## src/inc/frs_pkg.sv

```systemverilog
// Shared constants and types of the fault reaction supervisor.
// Assumes a single core clock; every other clock is sampled as data.
package frs_pkg;

  // ****************************************
  // Serial frame layout
  // ****************************************
  // Bits per frame and the clock count that a good frame carries
  localparam int FRAME_BITS = 16;
  localparam logic [4:0] FRAME_CLOCKS = 5'h10;
  // Field positions inside a received frame
  localparam int CMD_MSB = 15;
  localparam int CMD_LSB = 12;
  localparam int DATA_MSB = 11;
  localparam int DATA_LSB = 4;
  // Command identifiers
  localparam logic [3:0] CMD_READ_POWER = 4'h1;
  localparam logic [3:0] CMD_READ_SYSTEM = 4'h2;
  localparam logic [3:0] CMD_READ_CAPTURE = 4'h3;
  localparam logic [3:0] CMD_READ_SERIAL = 4'h4;
  localparam logic [3:0] CMD_WRITE_LOW_POWER = 4'h5;
  // Key that sends the device to low power off
  localparam logic [7:0] LOW_POWER_KEY = 8'hAA;

  // ****************************************
  // Register fields and reset values
  // ****************************************
  localparam int PWR_REG_FAIL_BIT = 6;
  localparam int CAP_OVER_BIT = 4;
  localparam int SER_CLOCK_BIT = 2;
  localparam int SER_CMDID_BIT = 1;
  localparam int SER_PARITY_BIT = 0;
  localparam int SYS_POR_BIT = 1;
  localparam int SYS_REGCLK_BIT = 0;
  localparam logic [7:0] POWER_STATUS_RESET = 8'h00;
  localparam logic [1:0] SYSTEM_STATUS_RESET = 2'h2;
  localparam logic [4:0] CAPTURE_RESET = 5'h00;
  localparam logic [2:0] SERIAL_STATUS_RESET = 3'h0;
  // Idle level of the serial pins {clock, select, data}
  localparam logic [2:0] PIN_IDLE = 3'h2;

  // ****************************************
  // Device state machine
  // ****************************************
  typedef enum logic [7:0] {
    FRS_INIT = 8'h01,
    FRS_SELF_TEST = 8'h02,
    FRS_THRESH_CHECK = 8'h04,
    FRS_RAMP = 8'h08,
    FRS_ACTIVE = 8'h10,
    FRS_ERROR = 8'h20,
    FRS_LOW_POWER_OFF = 8'h40,
    FRS_SHUTDOWN = 8'h80
  } frs_state_type;

endpackage : frs_pkg

```

## src/inc/frs_ser_if.sv

```systemverilog
// Carrier between the serial receiver and the supervisor core.
// Assumes both ends run on the core clock.
interface frs_ser_if;
  // One-cycle pulse when the select line rises
  logic frame_done;
  // Bits shifted in during the frame, first bit at the top
  logic [15:0] frame_bits;
  // Rising clock edges seen, saturating
  logic [4:0] edge_count;
  // Level sent before the first clock edge
  logic fault_summary;
  // Word returned during the next frame
  logic [15:0] response;

  modport rx (output frame_done, frame_bits, edge_count, input fault_summary, response);
  modport core (input frame_done, frame_bits, edge_count, output fault_summary, response);
endinterface : frs_ser_if

```

## src/hw/frs_serial_rx.sv

```systemverilog
// Serial slave front end: samples the link pins and frames bits.
// Assumes the link clock is far slower than the core clock.
module frs_serial_rx (
  input wire logic clk,
  input wire logic rst_n,
  input wire logic sck_pin,
  input wire logic csn_pin,
  input wire logic sdi_pin,
  output logic sdo,
  output logic sdo_oe,
  frs_ser_if.rx ser
);

  // ****************************************
  // Pin sampling
  // ****************************************
  logic [2:0] s0, s1, s2; // Three stage samplers {clock, select, data}
  logic [2:0] filt; // Level once two late stages agree
  logic [2:0] prev; // Filtered level one cycle earlier
  logic [4:0] cnt; // Clock edges in this frame
  logic [15:0] rx_sh; // Incoming shift register
  logic [15:0] tx_sh; // Outgoing shift register
  logic in_frame, csn_fall, csn_rise, sck_rise, sck_fall;

  // Glitches shorter than a core cycle never reach the filter
  always_ff @(posedge clk or negedge rst_n) begin
    if (!rst_n) begin
      s0 <= frs_pkg::PIN_IDLE;
      s1 <= frs_pkg::PIN_IDLE;
      s2 <= frs_pkg::PIN_IDLE;
      filt <= frs_pkg::PIN_IDLE;
      prev <= frs_pkg::PIN_IDLE;
    end else begin
      s0 <= {sck_pin, csn_pin, sdi_pin};
      s1 <= s0;
      s2 <= s1;
      filt <= (filt & (s1 ^ s2)) | (s2 & ~(s1 ^ s2));
      prev <= filt;
    end
  end

  assign in_frame = ~filt[1];
  assign csn_fall = prev[1] & ~filt[1];
  assign csn_rise = ~prev[1] & filt[1];
  assign sck_rise = in_frame & filt[2] & ~prev[2];
  assign sck_fall = in_frame & ~filt[2] & prev[2];
  // Data line is driven only while selected
  assign sdo_oe = in_frame;

  // ****************************************
  // Framing
  // ****************************************
  // Shift in on rising edges, shift out on falling edges
  always_ff @(posedge clk or negedge rst_n) begin
    if (!rst_n) begin
      cnt <= 5'h00;
      rx_sh <= 16'h0000;
      tx_sh <= 16'h0000;
      sdo <= 1'b0;
    end else if (csn_fall) begin
      cnt <= 5'h00;
      rx_sh <= 16'h0000;
      tx_sh <= ser.response;
      // RULE17 summary bit first
      sdo <= ser.fault_summary;
    end else begin
      if (sck_rise) begin
        rx_sh <= {rx_sh[14:0], filt[0]};
        cnt <= (cnt == 5'h1F) ? cnt : 5'(cnt + 5'h01);
      end
      // The summary bit stands until the first falling edge after a rise
      if (sck_fall && cnt != 5'h00) begin
        sdo <= tx_sh[15];
        tx_sh <= {tx_sh[14:0], 1'b0};
      end
    end
  end

  // Frame result, held until the next frame ends
  always_ff @(posedge clk or negedge rst_n) begin
    if (!rst_n) begin
      ser.frame_done <= 1'b0;
      ser.frame_bits <= 16'h0000;
      ser.edge_count <= 5'h00;
    end else begin
      ser.frame_done <= csn_rise;
      if (csn_rise) begin
        ser.frame_bits <= rx_sh;
        ser.edge_count <= cnt;
      end
    end
  end
endmodule : frs_serial_rx

```

## src/hw/frs_supervisor.sv

```systemverilog
// Fault reaction and reset supervisor of a power management device.
// Assumes analog comparators and clock monitors arrive as raw levels.
// What this block does
// RULE1: Regulator clock loss in threshold check: low power off
// RULE2: Regulator clock loss when active: error, count, flag
// RULE3: Low power clock loss: shutdown, reinit, resets low
// RULE4: Core supply fault: power-on flag, shutdown
// RULE5: Regulator undervoltage in init: self test, flag
// RULE6: Regulator undervoltage in threshold check: low power off
// RULE7: Regulator undervoltage in ramp: error, flag, resets low
// RULE8: Regulator undervoltage when active: flag, error
// RULE9: Regulator flag clears after read, fault gone
// RULE10: Overtemperature in start-up: error, count, hold reset
// RULE11: Overtemperature when active: reset, error, count, hold
// RULE12: External supply chosen only active, with hysteresis
// RULE13: Invalid state codes restart from init
// RULE14: System reset released only after power-up
// RULE15: Peripheral reset follows system reset after watchdog
// RULE16: Critical error: resets low, error, count
// RULE17: Summary bit driven before first serial clock
// RULE18: Summary bit is OR of power status
// RULE19: Capture clock count minus one, over-16 flag
// RULE20: Flag wrong clock count and unknown command
// RULE21: Frames must have odd parity, else flagged
// RULE22: Key 0xAA forces low power off
// RULE23: Error count at limit: low power off
// RULE24: Serial flags sticky; bad frames run no command
// RULE25: Error counter saturates, cleared by power-on only
module frs_supervisor #(
  parameter int ERR_W = 4, // Error counter width
  parameter logic [ERR_W-1:0] RESET_COUNT_LIMIT = 4'h7 // Error count at which retrying stops
) (
  input wire logic CORE_CLK,
  input wire logic RSTN,
  input wire logic SCK,
  input wire logic CSN,
  input wire logic SDI,
  output logic SDO,
  output logic SDO_OE,
  input wire logic WATCHDOG_TRIGGER,
  input wire logic WAKE,
  input wire logic SELF_TEST_OK,
  input wire logic THRESH_OK,
  input wire logic RAMP_DONE,
  input wire logic REG_CLK_FAIL,
  input wire logic LOW_POWER_CLK_FAIL,
  input wire logic CORE_SUPPLY_FAULT,
  input wire logic INT_REG_UNDERVOLT,
  input wire logic INT_REG_OVERTEMP,
  input wire logic CRITICAL_ERROR,
  input wire logic EXT_SUPPLY_ABOVE_HIGH,
  input wire logic EXT_SUPPLY_BELOW_LOW,
  input wire logic [7:0] RAIL_FAULT,
  output logic SYSTEM_RESET_N,
  output logic PERIPHERAL_RESET_N,
  output logic REG_ENABLE,
  output logic EXT_SUPPLY_SELECT,
  output logic [7:0] STATE,
  output logic [ERR_W-1:0] ERROR_COUNT
);

  // ****************************************
  // Input sampling
  // ****************************************
  localparam int NPIN = 21; // Status pins that cross into the core domain
  logic [NPIN-1:0] pin_raw; // Raw pin levels
  logic [NPIN-1:0] pin_s; // Filtered levels
  logic wdog, wake, st_ok, thr_ok, ramp_ok, rc_fail, lp_fail, core_fault;
  logic uv, ot, crit, ext_hi, ext_lo;
  logic [7:0] rail; // Rail faults feeding power status

  assign pin_raw = {RAIL_FAULT, EXT_SUPPLY_BELOW_LOW, EXT_SUPPLY_ABOVE_HIGH, CRITICAL_ERROR,
    INT_REG_OVERTEMP, INT_REG_UNDERVOLT, CORE_SUPPLY_FAULT, LOW_POWER_CLK_FAIL, REG_CLK_FAIL,
    RAMP_DONE, THRESH_OK, SELF_TEST_OK, WAKE, WATCHDOG_TRIGGER};
  assign {rail, ext_lo, ext_hi, crit, ot, uv, core_fault, lp_fail, rc_fail, ramp_ok, thr_ok, st_ok,
    wake, wdog} = pin_s;

  // Three stages per pin; a change counts once stages two and three agree
  for (genvar i = 0; i < NPIN; i++) begin : g_sync
    logic [2:0] sh;
    logic q;
    always_ff @(posedge CORE_CLK or negedge RSTN) begin
      if (!RSTN) begin
        sh <= 3'h0;
        q <= 1'b0;
      end else begin
        sh <= {sh[1:0], pin_raw[i]};
        if (sh[1] == sh[2]) begin
          q <= sh[2];
        end
      end
    end
    assign pin_s[i] = q;
  end

  // Edge history for watchdog and wake
  logic wdog_prev, wake_prev, wdog_rise, wake_rise;
  always_ff @(posedge CORE_CLK or negedge RSTN) begin
    if (!RSTN) begin
      wdog_prev <= 1'b0;
      wake_prev <= 1'b0;
    end else begin
      wdog_prev <= wdog;
      wake_prev <= wake;
    end
  end
  assign wdog_rise = wdog & ~wdog_prev;
  assign wake_rise = wake & ~wake_prev;

  // ****************************************
  // Serial front end and frame checks
  // ****************************************
  frs_ser_if ser ();
  frs_serial_rx u_rx (
    .clk(CORE_CLK),
    .rst_n(RSTN),
    .sck_pin(SCK),
    .csn_pin(CSN),
    .sdi_pin(SDI),
    .sdo(SDO),
    .sdo_oe(SDO_OE),
    .ser(ser.rx)
  );

  logic [3:0] cmd; // Command field of the last frame
  logic [7:0] data; // Data field of the last frame
  logic count_bad, parity_bad, cmd_bad, frame_ok;
  assign cmd = ser.frame_bits[frs_pkg::CMD_MSB:frs_pkg::CMD_LSB];
  assign data = ser.frame_bits[frs_pkg::DATA_MSB:frs_pkg::DATA_LSB];
  // RULE20 clock count check
  assign count_bad = ser.edge_count != frs_pkg::FRAME_CLOCKS;
  // RULE21 odd parity is correct
  assign parity_bad = ~^ser.frame_bits;
  assign cmd_bad = cmd < frs_pkg::CMD_READ_POWER || cmd > frs_pkg::CMD_WRITE_LOW_POWER;
  // RULE24 damaged frames run no command
  assign frame_ok = ser.frame_done && !count_bad && !parity_bad && !cmd_bad;

  // ****************************************
  // Status registers
  // ****************************************
  logic [7:0] power_status; // Sticky rail and regulator faults
  logic [1:0] system_status; // Power-on and regulator clock flags
  logic [4:0] capture; // Clock count capture
  logic [2:0] serial_status; // Serial error flags
  logic lp_req; // Low power key accepted
  frs_pkg::frs_state_type state, next_state;
  logic shut; // Internal power-on reset while in shutdown

  assign shut = state == frs_pkg::FRS_SHUTDOWN;
  // RULE18 summary of all power faults
  assign ser.fault_summary = |power_status;

  // RULE9 a read keeps only faults still present; a live fault wins except in shutdown
  always_ff @(posedge CORE_CLK or negedge RSTN) begin
    if (!RSTN) begin
      power_status <= frs_pkg::POWER_STATUS_RESET;
    end else if (shut) begin
      power_status <= frs_pkg::POWER_STATUS_RESET;
    end else if (frame_ok && cmd == frs_pkg::CMD_READ_POWER) begin
      power_status <= {rail[7], uv, rail[5:0]};
    end else begin
      // RULE5 RULE6 RULE7 RULE8 regulator fault flag
      power_status <= power_status | {rail[7], uv, rail[5:0]};
    end
  end

  // Power-on flag survives shutdown; both bits clear on read, set wins
  always_ff @(posedge CORE_CLK or negedge RSTN) begin
    if (!RSTN) begin
      system_status <= frs_pkg::SYSTEM_STATUS_RESET;
    end else begin
      if (frame_ok && cmd == frs_pkg::CMD_READ_SYSTEM) begin
        system_status <= 2'h0;
      end
      // RULE3 RULE4 power-on flag
      if (lp_fail || core_fault) begin
        system_status[frs_pkg::SYS_POR_BIT] <= 1'b1;
      end
      // RULE2 regulator clock flag
      if (state == frs_pkg::FRS_ACTIVE && rc_fail) begin
        system_status[frs_pkg::SYS_REGCLK_BIT] <= 1'b1;
      end
    end
  end

  // Capture and serial flags follow every frame, even bad ones
  always_ff @(posedge CORE_CLK or negedge RSTN) begin
    if (!RSTN) begin
      capture <= frs_pkg::CAPTURE_RESET;
      serial_status <= frs_pkg::SERIAL_STATUS_RESET;
    end else if (shut) begin
      capture <= frs_pkg::CAPTURE_RESET;
      serial_status <= frs_pkg::SERIAL_STATUS_RESET;
    end else if (ser.frame_done) begin
      // RULE19 count minus one and overflow
      capture <= {ser.edge_count > frs_pkg::FRAME_CLOCKS, 4'(ser.edge_count - 5'h01)};
      // RULE24 sticky until read, new errors win
      serial_status <= ((frame_ok && cmd == frs_pkg::CMD_READ_SERIAL) ? 3'h0 : serial_status)
        | {count_bad, cmd_bad && !count_bad && !parity_bad, parity_bad};
    end
  end

  // Reply for the next frame; the low power key is taken from good frames only
  always_ff @(posedge CORE_CLK or negedge RSTN) begin
    if (!RSTN) begin
      ser.response <= 16'h0000;
      lp_req <= 1'b0;
    end else begin
      // RULE22 key forces low power off
      lp_req <= frame_ok && cmd == frs_pkg::CMD_WRITE_LOW_POWER && data == frs_pkg::LOW_POWER_KEY;
      if (frame_ok) begin
        case (cmd)
          frs_pkg::CMD_READ_POWER: ser.response <= {8'h00, power_status};
          frs_pkg::CMD_READ_SYSTEM: ser.response <= {14'h0000, system_status};
          frs_pkg::CMD_READ_CAPTURE: ser.response <= {11'h000, capture};
          frs_pkg::CMD_READ_SERIAL: ser.response <= {13'h0000, serial_status};
          default: ser.response <= 16'h0000;
        endcase
      end
    end
  end

  // ****************************************
  // Device state machine
  // ****************************************
  logic [ERR_W-1:0] error_counter; // Failed start-ups and runtime errors
  logic limit_hit; // Retries used up
  assign limit_hit = error_counter >= RESET_COUNT_LIMIT;

  // Supply loss dominates everything, then the low power key
  always_comb begin
    next_state = state;
    if (lp_fail || core_fault) begin
      // RULE3 RULE4 shutdown
      next_state = frs_pkg::FRS_SHUTDOWN;
    end else if (lp_req && !shut) begin
      next_state = frs_pkg::FRS_LOW_POWER_OFF;
    end else begin
      case (state)
        frs_pkg::FRS_INIT: begin
          // RULE5 undervoltage pushes into self test
          if (uv || wake) next_state = frs_pkg::FRS_SELF_TEST;
        end
        frs_pkg::FRS_SELF_TEST: begin
          // RULE10 RULE16 start-up errors
          if (ot || crit) next_state = frs_pkg::FRS_ERROR;
          else if (st_ok) next_state = frs_pkg::FRS_THRESH_CHECK;
        end
        frs_pkg::FRS_THRESH_CHECK: begin
          // RULE1 RULE6 give up on a dead regulator clock
          if (rc_fail || uv) next_state = frs_pkg::FRS_LOW_POWER_OFF;
          else if (ot || crit) next_state = frs_pkg::FRS_ERROR;
          else if (thr_ok) next_state = frs_pkg::FRS_RAMP;
        end
        frs_pkg::FRS_RAMP: begin
          // RULE7 RULE10 RULE16 ramp faults
          if (uv || ot || crit) next_state = frs_pkg::FRS_ERROR;
          else if (ramp_ok) next_state = frs_pkg::FRS_ACTIVE;
        end
        frs_pkg::FRS_ACTIVE: begin
          // RULE2 RULE8 RULE11 RULE16 runtime faults
          if (rc_fail || uv || ot || crit) next_state = frs_pkg::FRS_ERROR;
        end
        frs_pkg::FRS_ERROR: begin
          // RULE23 stop retrying at the limit
          if (limit_hit) next_state = frs_pkg::FRS_LOW_POWER_OFF;
          // RULE10 RULE11 stay while the cause lasts
          else if (!(ot || uv || crit || rc_fail)) next_state = frs_pkg::FRS_INIT;
        end
        frs_pkg::FRS_LOW_POWER_OFF: begin
          // A fresh wake edge is needed so a stuck wake cannot loop retries
          if (wake_rise) next_state = frs_pkg::FRS_INIT;
        end
        frs_pkg::FRS_SHUTDOWN: next_state = frs_pkg::FRS_INIT;
        // RULE13 any other code restarts
        default: next_state = frs_pkg::FRS_INIT;
      endcase
    end
  end

  always_ff @(posedge CORE_CLK or negedge RSTN) begin
    if (!RSTN) begin
      state <= frs_pkg::FRS_INIT;
    end else begin
      state <= next_state;
    end
  end

  // RULE25 saturating counter, cleared only by power-on
  always_ff @(posedge CORE_CLK or negedge RSTN) begin
    if (!RSTN) begin
      error_counter <= '0;
    end else if (shut) begin
      error_counter <= '0;
    end else if (next_state == frs_pkg::FRS_ERROR && state != frs_pkg::FRS_ERROR
                 && error_counter != {ERR_W{1'b1}}) begin
      // RULE16 count each entry into error
      error_counter <= ERR_W'(error_counter + 1'b1);
    end
  end

  // ****************************************
  // Reset, regulator and supply outputs
  // ****************************************
  logic sys_rst_n, per_rst_n, reg_en, ext_sel;

  // RULE14 RULE15 resets follow the next state so they never lag a fault
  always_ff @(posedge CORE_CLK or negedge RSTN) begin
    if (!RSTN) begin
      sys_rst_n <= 1'b0;
      per_rst_n <= 1'b0;
      reg_en <= 1'b0;
    end else begin
      sys_rst_n <= next_state == frs_pkg::FRS_ACTIVE;
      // RULE13 regulators off outside ramp and active
      reg_en <= next_state == frs_pkg::FRS_RAMP || next_state == frs_pkg::FRS_ACTIVE;
      if (next_state != frs_pkg::FRS_ACTIVE) begin
        per_rst_n <= 1'b0;
      end else if (sys_rst_n && wdog_rise) begin
        // RULE15 latch on watchdog seen
        per_rst_n <= 1'b1;
      end
    end
  end

  // RULE12 hysteresis between the two comparator levels
  always_ff @(posedge CORE_CLK or negedge RSTN) begin
    if (!RSTN) begin
      ext_sel <= 1'b0;
    end else if (state != frs_pkg::FRS_ACTIVE || ext_lo) begin
      ext_sel <= 1'b0;
    end else if (ext_hi) begin
      ext_sel <= 1'b1;
    end
  end

  assign SYSTEM_RESET_N = sys_rst_n;
  assign PERIPHERAL_RESET_N = per_rst_n;
  assign REG_ENABLE = reg_en;
  assign EXT_SUPPLY_SELECT = ext_sel;
  assign STATE = state;
  assign ERROR_COUNT = error_counter;
endmodule : frs_supervisor

```

## config.mk

```make
export PLATFORM = sky130hd
export DESIGN_NAME = frs_supervisor
export DESIGN_NICKNAME = d
export VERILOG_FILES = /design/src/inc/frs_pkg.sv /design/src/inc/frs_ser_if.sv /design/src/hw/frs_serial_rx.sv /design/src/hw/frs_supervisor.sv
export SDC_FILE = /design/constraint.sdc
export NUM_CORES = 1
export LEC_CHECK = 0
export BUFFER_PORTS_ARGS = -buffer_cell sky130_fd_sc_hd__buf_2
export CAP_MARGIN = 10
export CORE_MARGIN = 4
export CORE_UTILIZATION = 50
export CTS_BUF_LIST = sky130_fd_sc_hd__clkbuf_8
export CTS_CLUSTER_SIZE = 20
export DETAILED_ROUTE_END_ITERATION = 8
export HOLD_SLACK_MARGIN = 0.1
export PLACE_DENSITY = 0.72
export SLEW_MARGIN = 30
export SYNTH_ARGS = -nofsm -noshare
export SYNTH_HDL_FRONTEND = slang
export SYNTH_SLANG_ARGS = --single-unit
```

## constraint.sdc

```tcl
create_clock -name CORE_CLK -period 3 [get_ports CORE_CLK]
set_clock_uncertainty 0.05 [all_clocks]
set_input_delay 0.3 -clock CORE_CLK [delete_from_list [all_inputs] [get_ports CORE_CLK]]
set_output_delay 0.3 -clock CORE_CLK [all_outputs]
set_load 0.02 [all_outputs]
```

==> metrics.md, run 1 <==
| Metric | Value |
|---|---|
| Reg clk slew, reported paths | `0.10 ns` |
| Ys async rst share | `100%` |
| Clk_lat worst skew | `0.45 ns` |
| Least-Margin Pin Slew | `a little under 0.7 ns` |
| Max Cap Violations | `0` |
| WL final | `between 10 and 15 mm` |
| CTS Buffer Depth | `2` |
| Post-CTS Setup Inserts | `0` |
| Share of the synthesized area in the top cell type | `~63%` |
| Largest cells by area after synthesis | `dfrtp_1 (63%), nand2_1 (3.9%), maj3_1 (3.0%)` |
| Worst hold slack | `~0.30 ns` |
| Overall routing resource usage | `about 17%` |
| RR Startpoint | `u_rx.ser.frame_bits[12]` |
| Crit path top cell by count | `xnor2_1` |
| TritonCTS Buffers | `17` |
| Synthesized flop and latch total | `around 200` |
| Worst Path Required | `3.26 ns` |
| Sequential cell area | `4990 µm²` |
| Primary FF master, synth | `dfrtp_1` |
| Arr. time, crit path | `about 2.8 ns` |
| Post-synth net total | `around 680` |
| Final routed DRC violation total | `0` |
| Max-slew violation total from the final report | `0` |
| H-tree levels | `4` |
| Clk sinks | `199` |
| Post-route antenna net violation count | `0` |
| Layout area overhead | `14.4%` |
| Initial DRC Count | `approximately 430` |
| 1st-pass router iterations | `5` |
| Chip height | `roughly 130 µm` |
| Non-filler cells, final | `910` |
| Num ports | `44` |
| Fmax | `~400 MHz` |
| Most common cell in the netlist | `dfrtp_1` |
| Largest stage delay on the critical path | `between 0.4 and 0.5 ns` |
| Distinct cells, synth | `58` |
| Crit share post-route | `a little over four fifths` |
| First-pass GRT wire length | `24.5 mm` |
| Vias in the first global route | `about 5,200` |
| EDFF count, synth | `0` |
| Starting density of the core | `50.8%` |
| Fin crit period | `2.52 ns` |
| RSZ-0062 raised after global routing | `false` |
| Synth top cells by count | `dfrtp_1 (192), nand2_1 (80), nor2_1 (45)` |
| Final Net Count | `approximately 750` |
| Power Density | `a little under 600 nW/µm²` |
| Yosys top cell by area | `dfrtp_1` |
| Final setup fails | `0` |
| CP cell instances | `inv_1 -> ha_1 -> xnor2_1 -> xnor3_1 -> xnor2_1 -> or3_1 -> o21ai_0 -> a21oi_1` |
| Area of the mapped netlist | `slightly below 8000 µm²` |
| Fill count | `around 1,200` |
| Core footprint | `between 15,000 and 20,000 µm²` |
| DP Wirelength | `between 9 and 10 mm` |
| Crit. Startpoint | `u_rx.ser.frame_bits[12]` |
| Final GP Congestion | `0.899` |
| Grt total ovfl | `0` |
| Peak VDD IR | `373 µV` |
| Antenna violations before repair | `0` |
| CP max stage cell | `or3_1` |
| Run status | `finished, final reports clean` |
| CTS tree | `built` |
| Share of post-route cells with drive strength above 1 | `around 16%` |
| Worst setup EP type | `register` |
| Sequential area share after synthesis | `roughly two thirds` |
| Pleak | `0.00388 µW` |
| Mapped Cells | `between 600 and 700` |
| Dpl cells | `855` |
| Multi-input logic area | `around 2500 µm²` |
| Largest net degree at the start of global routing | `89` |
| Number of vias per cell | `approximately 5.5` |
| Total negative setup slack | `0 ns` |
| Final hold vios | `0` |
| Worst Hold Launch | `g_sync[1].sh[0]` |
| Root Buffer | `clkbuf_8` |
| Critical Path Source Type | `register` |
| Die Wd | `~130 µm` |
| Critical Path Fanout Max | `10` |
| Synth warnings | `0` |
| # port buffers | `between 40 and 50` |
| Relative slew slack | `53.8%` |
| Hold Crit Class | `reg2reg` |
| Cell Rows | `45` |
| WS Path Type | `reg2reg` |
| DIE AREA | `roughly 17,000 µm²` |
| Inserted Diodes | `0` |
| Syn avg cell area | `12.1 µm²` |
| Via count | `just under 5,000` |
| Routed len/inst | `15.3 µm` |
## final cells by class
type / instances / share of cell area, %
inverter: 22 / 0.939
sequential: 199 / 56.7
tap: 188 / 2.67
multi-input combinational: 392 / 28.5
timing repair buffer: 78 / 6.53
clock inverter: 12 / 1.62
clock buffer: 19 / 2.97
## through the flow
step                      utilization, %  total power [µW]  worst slack (ns)  area, µm²
after floorplan                        -              3240             0.655       7690
after detailed placement            53.8              3430             0.488       8150
after global routing                58.1              5380             0.240       8800
final                               58.1              5120             0.481       8800
after CTS                           58.1              5180             0.450       8800
after global placement              53.8              3410             0.554       8150
## cell usage in the layout (no fill, tap or decap), drive strengths merged, types with 5 or more instances in the layout
master / instances
inv: 27
a211oi: 8
mux2: 11
dlygate4sd3: 24
o21ai: 41
a32oi: 6
clkbuf: 20
maj3: 23
nand2: 80
nand2b: 5
a31oi: 7
nor3: 10
nand3: 12
xnor2: 9
nor4: 7
buf: 53
or3: 6
a21oi: 34
dfstp: 7
dfrtp: 192
nor2: 45
ha: 15
mux2i: 20
nor2b: 5
nand3b: 6
## sequential cells by signal, summed over array words and instances, names as in the netlist, 4 cells and up, named ones only
register,flops
u_rx.ser.frame_bits,16
ser.response,8
STATE,8
power_status,8
g_sync.sh,60
u_rx.ser.edge_count,5
ERROR_COUNT,4
g_sync.q,16
capture,5
u_rx.cnt,5
u_rx.rx_sh,16
u_rx.tx_sh,16
## worst max-delay path: cells and delay by family, from the launching register on
kind | cells | cell delay, ns
XOR/XNOR | 3 | 0.76
adder cells (fa/ha/maj) | 1 | 0.31
AO/OA/AOI/OAI | 2 | 0.33
buffers and inverters | 1 | 0.08
flip-flops | 1 | 0.39
AND/OR/NAND/NOR | 1 | 0.47
## path summary, 6_finish.rpt
path | to | slack [ns] | depth (start not counted)
setup / recovery | serial_status[1] | 0.48 | 8
hold / removal | g_sync[1].sh[1] | 0.30 | 0
setup reg to reg | serial_status[1] | 0.48 | 8
hold reg to reg | g_sync[1].sh[1] | 0.30 | 0
max in group asynchronous | u_rx.prev[1] | 1.67 | 3
min in group asynchronous | g_sync[4].sh[0] | 0.39 | 2
## layer usage
layer	GRT usage, %	vias up	part of all wire, %
met4	6.13	0	1.5
met1	22.9	2472	46
met5	0	-	0
li1	-	2353	-
met2	27.0	122	48
met3	4.96	18	4.7
## logic make-up after synthesis
| family | count (synthesis) | share of synthesized area [%] |
|---|---|---|
| multiplexers | 31 | 4.22 |
| buffers and inverters | 46 | 2.56 |
| flip-flops | 199 | 64.9 |
| XOR/XNOR | 13 | 1.66 |
| adder cells (fa/ha/maj) | 38 | 5.44 |
| AO/OA/AOI/OAI | 115 | 8.97 |
| AND/OR/NAND/NOR | 195 | 12.3 |
## where the power goes
group	switching, µW	internal (µW)
combinational	257	190
clock	922	797
sequential	120	2830
total	1300	3820
## repair_timing
item,4_1_cts,5_1_grt
resized for setup,0,0
hold endpoints to repair,107,0
hold buffers,24,0
setup endpoints to repair,0,0
Note: power is estimated with default switching activity, not from simulation.
==> run 2, diff against run 1 <==
ABC_AREA = 1   (was unset)
clock period = 2.54 ns   (was 3 ns; I/O delays follow)
==> run 2 against run 1 <==
Cell count increased by 14%; sequential power rose by 19%; cell area rose by 1.5%.
==> metrics.md, run 2 <==
| Metric | Value |
|---|---|
| CTS Buffer Depth | `2` |
| Share of the synthesized area in the top cell type | `roughly 62%` |
| Total negative setup slack | `0 ns` |
| Synth top cells by count | `dfrtp_1 (192), nand2_1 (127), inv_1 (91)` |
| # port buffers | `42` |
| Hold_buf cts | `24` |
| Final routed DRC violation total | `0` |
| Worst r2r path cells | `9` |
| Max Cap Violations | `0` |
| CTS tree | `built` |
| Most common cell after layout, fill and taps aside | `dfrtp_1` |
| Setup WS post-layout | `around 0.30 ns` |
| Final Net Count | `approximately 860` |
| Post-CTS Setup Inserts | `0` |
| R2r setup slk | `about 0.30 ns` |
| Largest Register | `g_sync.sh` |
| Post-route antenna net violation count | `0` |
| EDFF count, synth | `0` |
| Arr. time, crit path | `around 2.5 ns` |
| Overall routing resource usage | `a little under a fifth` |
| Worst setup EP type | `register` |
| Crit path buffers/inverters | `1` |
| Fmax | `around 450 MHz` |
| Clk_lat worst skew | `between 0.4 and 0.5 ns` |
| WL final | `approximately 15 mm` |
| Critical Path Fanout Max | `11` |
| Crit path top cell by count | `nand2_1` |
| Primary FF master, synth | `dfrtp_1` |
| Via count | `~5,300` |
| Root Buffer | `clkbuf_8` |
| DIE AREA | `roughly 18,000 µm²` |
| Die Wd | `approximately 130 µm` |
| Largest net degree at the start of global routing | `67` |
| Synth warnings | `0` |
| Final GP Congestion | `0.846` |
| WS Path Type | `reg2reg` |
| Layout area overhead | `14.3%` |
| Most common cell in the netlist | `dfrtp_1` |
| Final setup fails | `0` |
| Crit share post-route | `approximately nine tenths` |
| Yosys top cell by area | `dfrtp_1` |
| Core footprint | `roughly 15,000 µm²` |
| Utilization after layout | `58.5%` |
| Max-slew violation total from the final report | `0` |
| Syn avg cell area | `about 11 µm²` |
| TritonCTS Buffers | `17` |
| Final hold vios | `0` |
| Power Density | `a little under 700 nW/µm²` |
| Worst Path Required | `approximately 2.8 ns` |
| Ys async rst share | `100%` |
| Pleak | `between 0.004 and 0.005 µW` |
| Worst flop-to-flop path endpoint | `power_status[5]` |
| CP max stage cell | `nand4_1` |
| Num ports | `44` |
| Least-Margin Pin Slew | `slightly above 0.6 ns` |
| Largest stage delay on the critical path | `0.44 ns` |
| Peak VDD IR | `503 µV` |
| Inserted Diodes | `0` |
| Area of the mapped netlist | `slightly below 8000 µm²` |
| Number of vias per cell | `5.06` |
| Most frequent cells in the layout | `dfrtp_1 (192), nand2_1 (127), inv_1 (90)` |
| Starting density of the core | `around 51%` |
| Crit. Startpoint | `u_rx.ser.frame_bits[12]` |
| Vias in the first global route | `5,341` |
| Synthesized flop and latch total | `199` |
| 1st-pass router iterations | `7` |
| Number of cells on the critical path | `9` |
| Final instance area | `between 8000 and 9000 µm²` |
| Pre-CTS WS | `between 0.2 and 0.3 ns` |
| CP cell instances | `inv_1 -> ha_1 -> xor2_1 -> nand2_1 -> nand2_1 -> nand3_1 -> nand4_1 -> a21oi_1 -> nor2_1` |
| Post-DP Area | `around 8300 µm²` |
| Initial DRC Count | `just under 400` |
| Post_cts resized | `0` |
| DP Wirelength | `slightly above 10 mm` |
| Share of post-route cells with drive strength above 1 | `between 10% and 20%` |
| Post-synth net total | `a little under 800` |
| Grt total ovfl | `0` |
| Hold Crit Class | `in2async` |
| H-tree levels | `4` |
| Fin crit period | `approximately 2.2 ns` |
| First-pass GRT wire length | `between 20 and 30 mm` |
| Run status | `finished, final reports clean` |
| Largest cells by area after synthesis | `dfrtp_1 (62%), nand2_1 (6.1%), inv_1 (4.4%)` |
| Max FFs per register | `60` |
| Antenna violations before repair | `0` |
| Relative slew slack | `between 50% and 60%` |
| Total power | `roughly 6100 µW` |
| Routed len/inst | `14.5 µm` |
| RR Startpoint | `u_rx.ser.frame_bits[12]` |
| Chip height | `around 130 µm` |
| Distinct cells, synth | `43` |
| Critical Path Source Type | `register` |
| Mapped Cells | `approximately 740` |
| Reg clk slew, reported paths | `0.10 ns` |
| Top delay family on crit path | `simple AND/OR/NAND/NOR gates` |
| RSZ-0062 raised after global routing | `false` |
| CP endpoint | `power_status[5]` |
| Sequential area share after synthesis | `a little under two thirds` |
| Cell Rows | `45` |
| Clk sinks | `between 150 and 200` |
==> run 2: per-stage QoR <==
stage,hold WS (ns),cells
2_1_floorplan,-0.0916,737
6_report,0.276,1037
3_3_place_gp,0.222,983
3_5_place_dp,0.232,983
5_1_grt,0.295,1037
4_1_cts,0.274,1037
==> run 2: worst min path at each step <==
stage / start / endpoint / slack, ns / depth (start not counted)
floorplan: RSTN / ERROR_COUNT[0] / -0.09 / 0
global placement: RSTN / g_sync[3].q / 0.22 / 1
detailed placement: RSTN / g_sync[3].q / 0.23 / 1
CTS: RSTN / g_sync[2].sh[1] / 0.27 / 2
global route: RSTN / g_sync[3].q / 0.29 / 2
finish: RSTN / STATE[1] / 0.28 / 2
==> run 2: report_power, final <==
group	switching (µW)	total [µW]	internal [µW]
Clock	1100	1940	839
Sequential	130	3510	3380
Combinational	401	616	214
Total	1630	6060	4430
==> run 2: layer usage <==
layer | vias to the layer above | share of wire [%] | global-route usage (%)
met1 | 2566 | 47 | 24.6
met2 | 109 | 48 | 29.0
met4 | 0 | 1.4 | 5.48
li1 | 2560 | - | -
met3 | 17 | 3.6 | 4.83
met5 | - | 0 | 0
==> run 2: cell families after synthesis <==
group / synth area share [%]
buf+inv: 5.37
flops: 63.9
fa+ha+maj: 5.35
xor+xnor: 0.897
compound gates: 8.19
simple gates: 16.3
==> run 2: worst reg2reg max path: cells and delay by family, from the launching register on <==
kind | cells | cell delay (ns)
simple gates | 5 | 0.80
xor+xnor | 1 | 0.17
fa+ha+maj | 1 | 0.34
compound gates | 1 | 0.30
buf+inv | 1 | 0.09
flops | 1 | 0.39
==> run 2: final cells by class <==
cell class                 count  area, µm²
fill                        1276       6330
sequential                   199       4990
multi-input combinational    428       2400
timing repair buffer          73        537
inverter                      96        360
tap                          211        264
clock buffer                  19        262
clock inverter                11        115
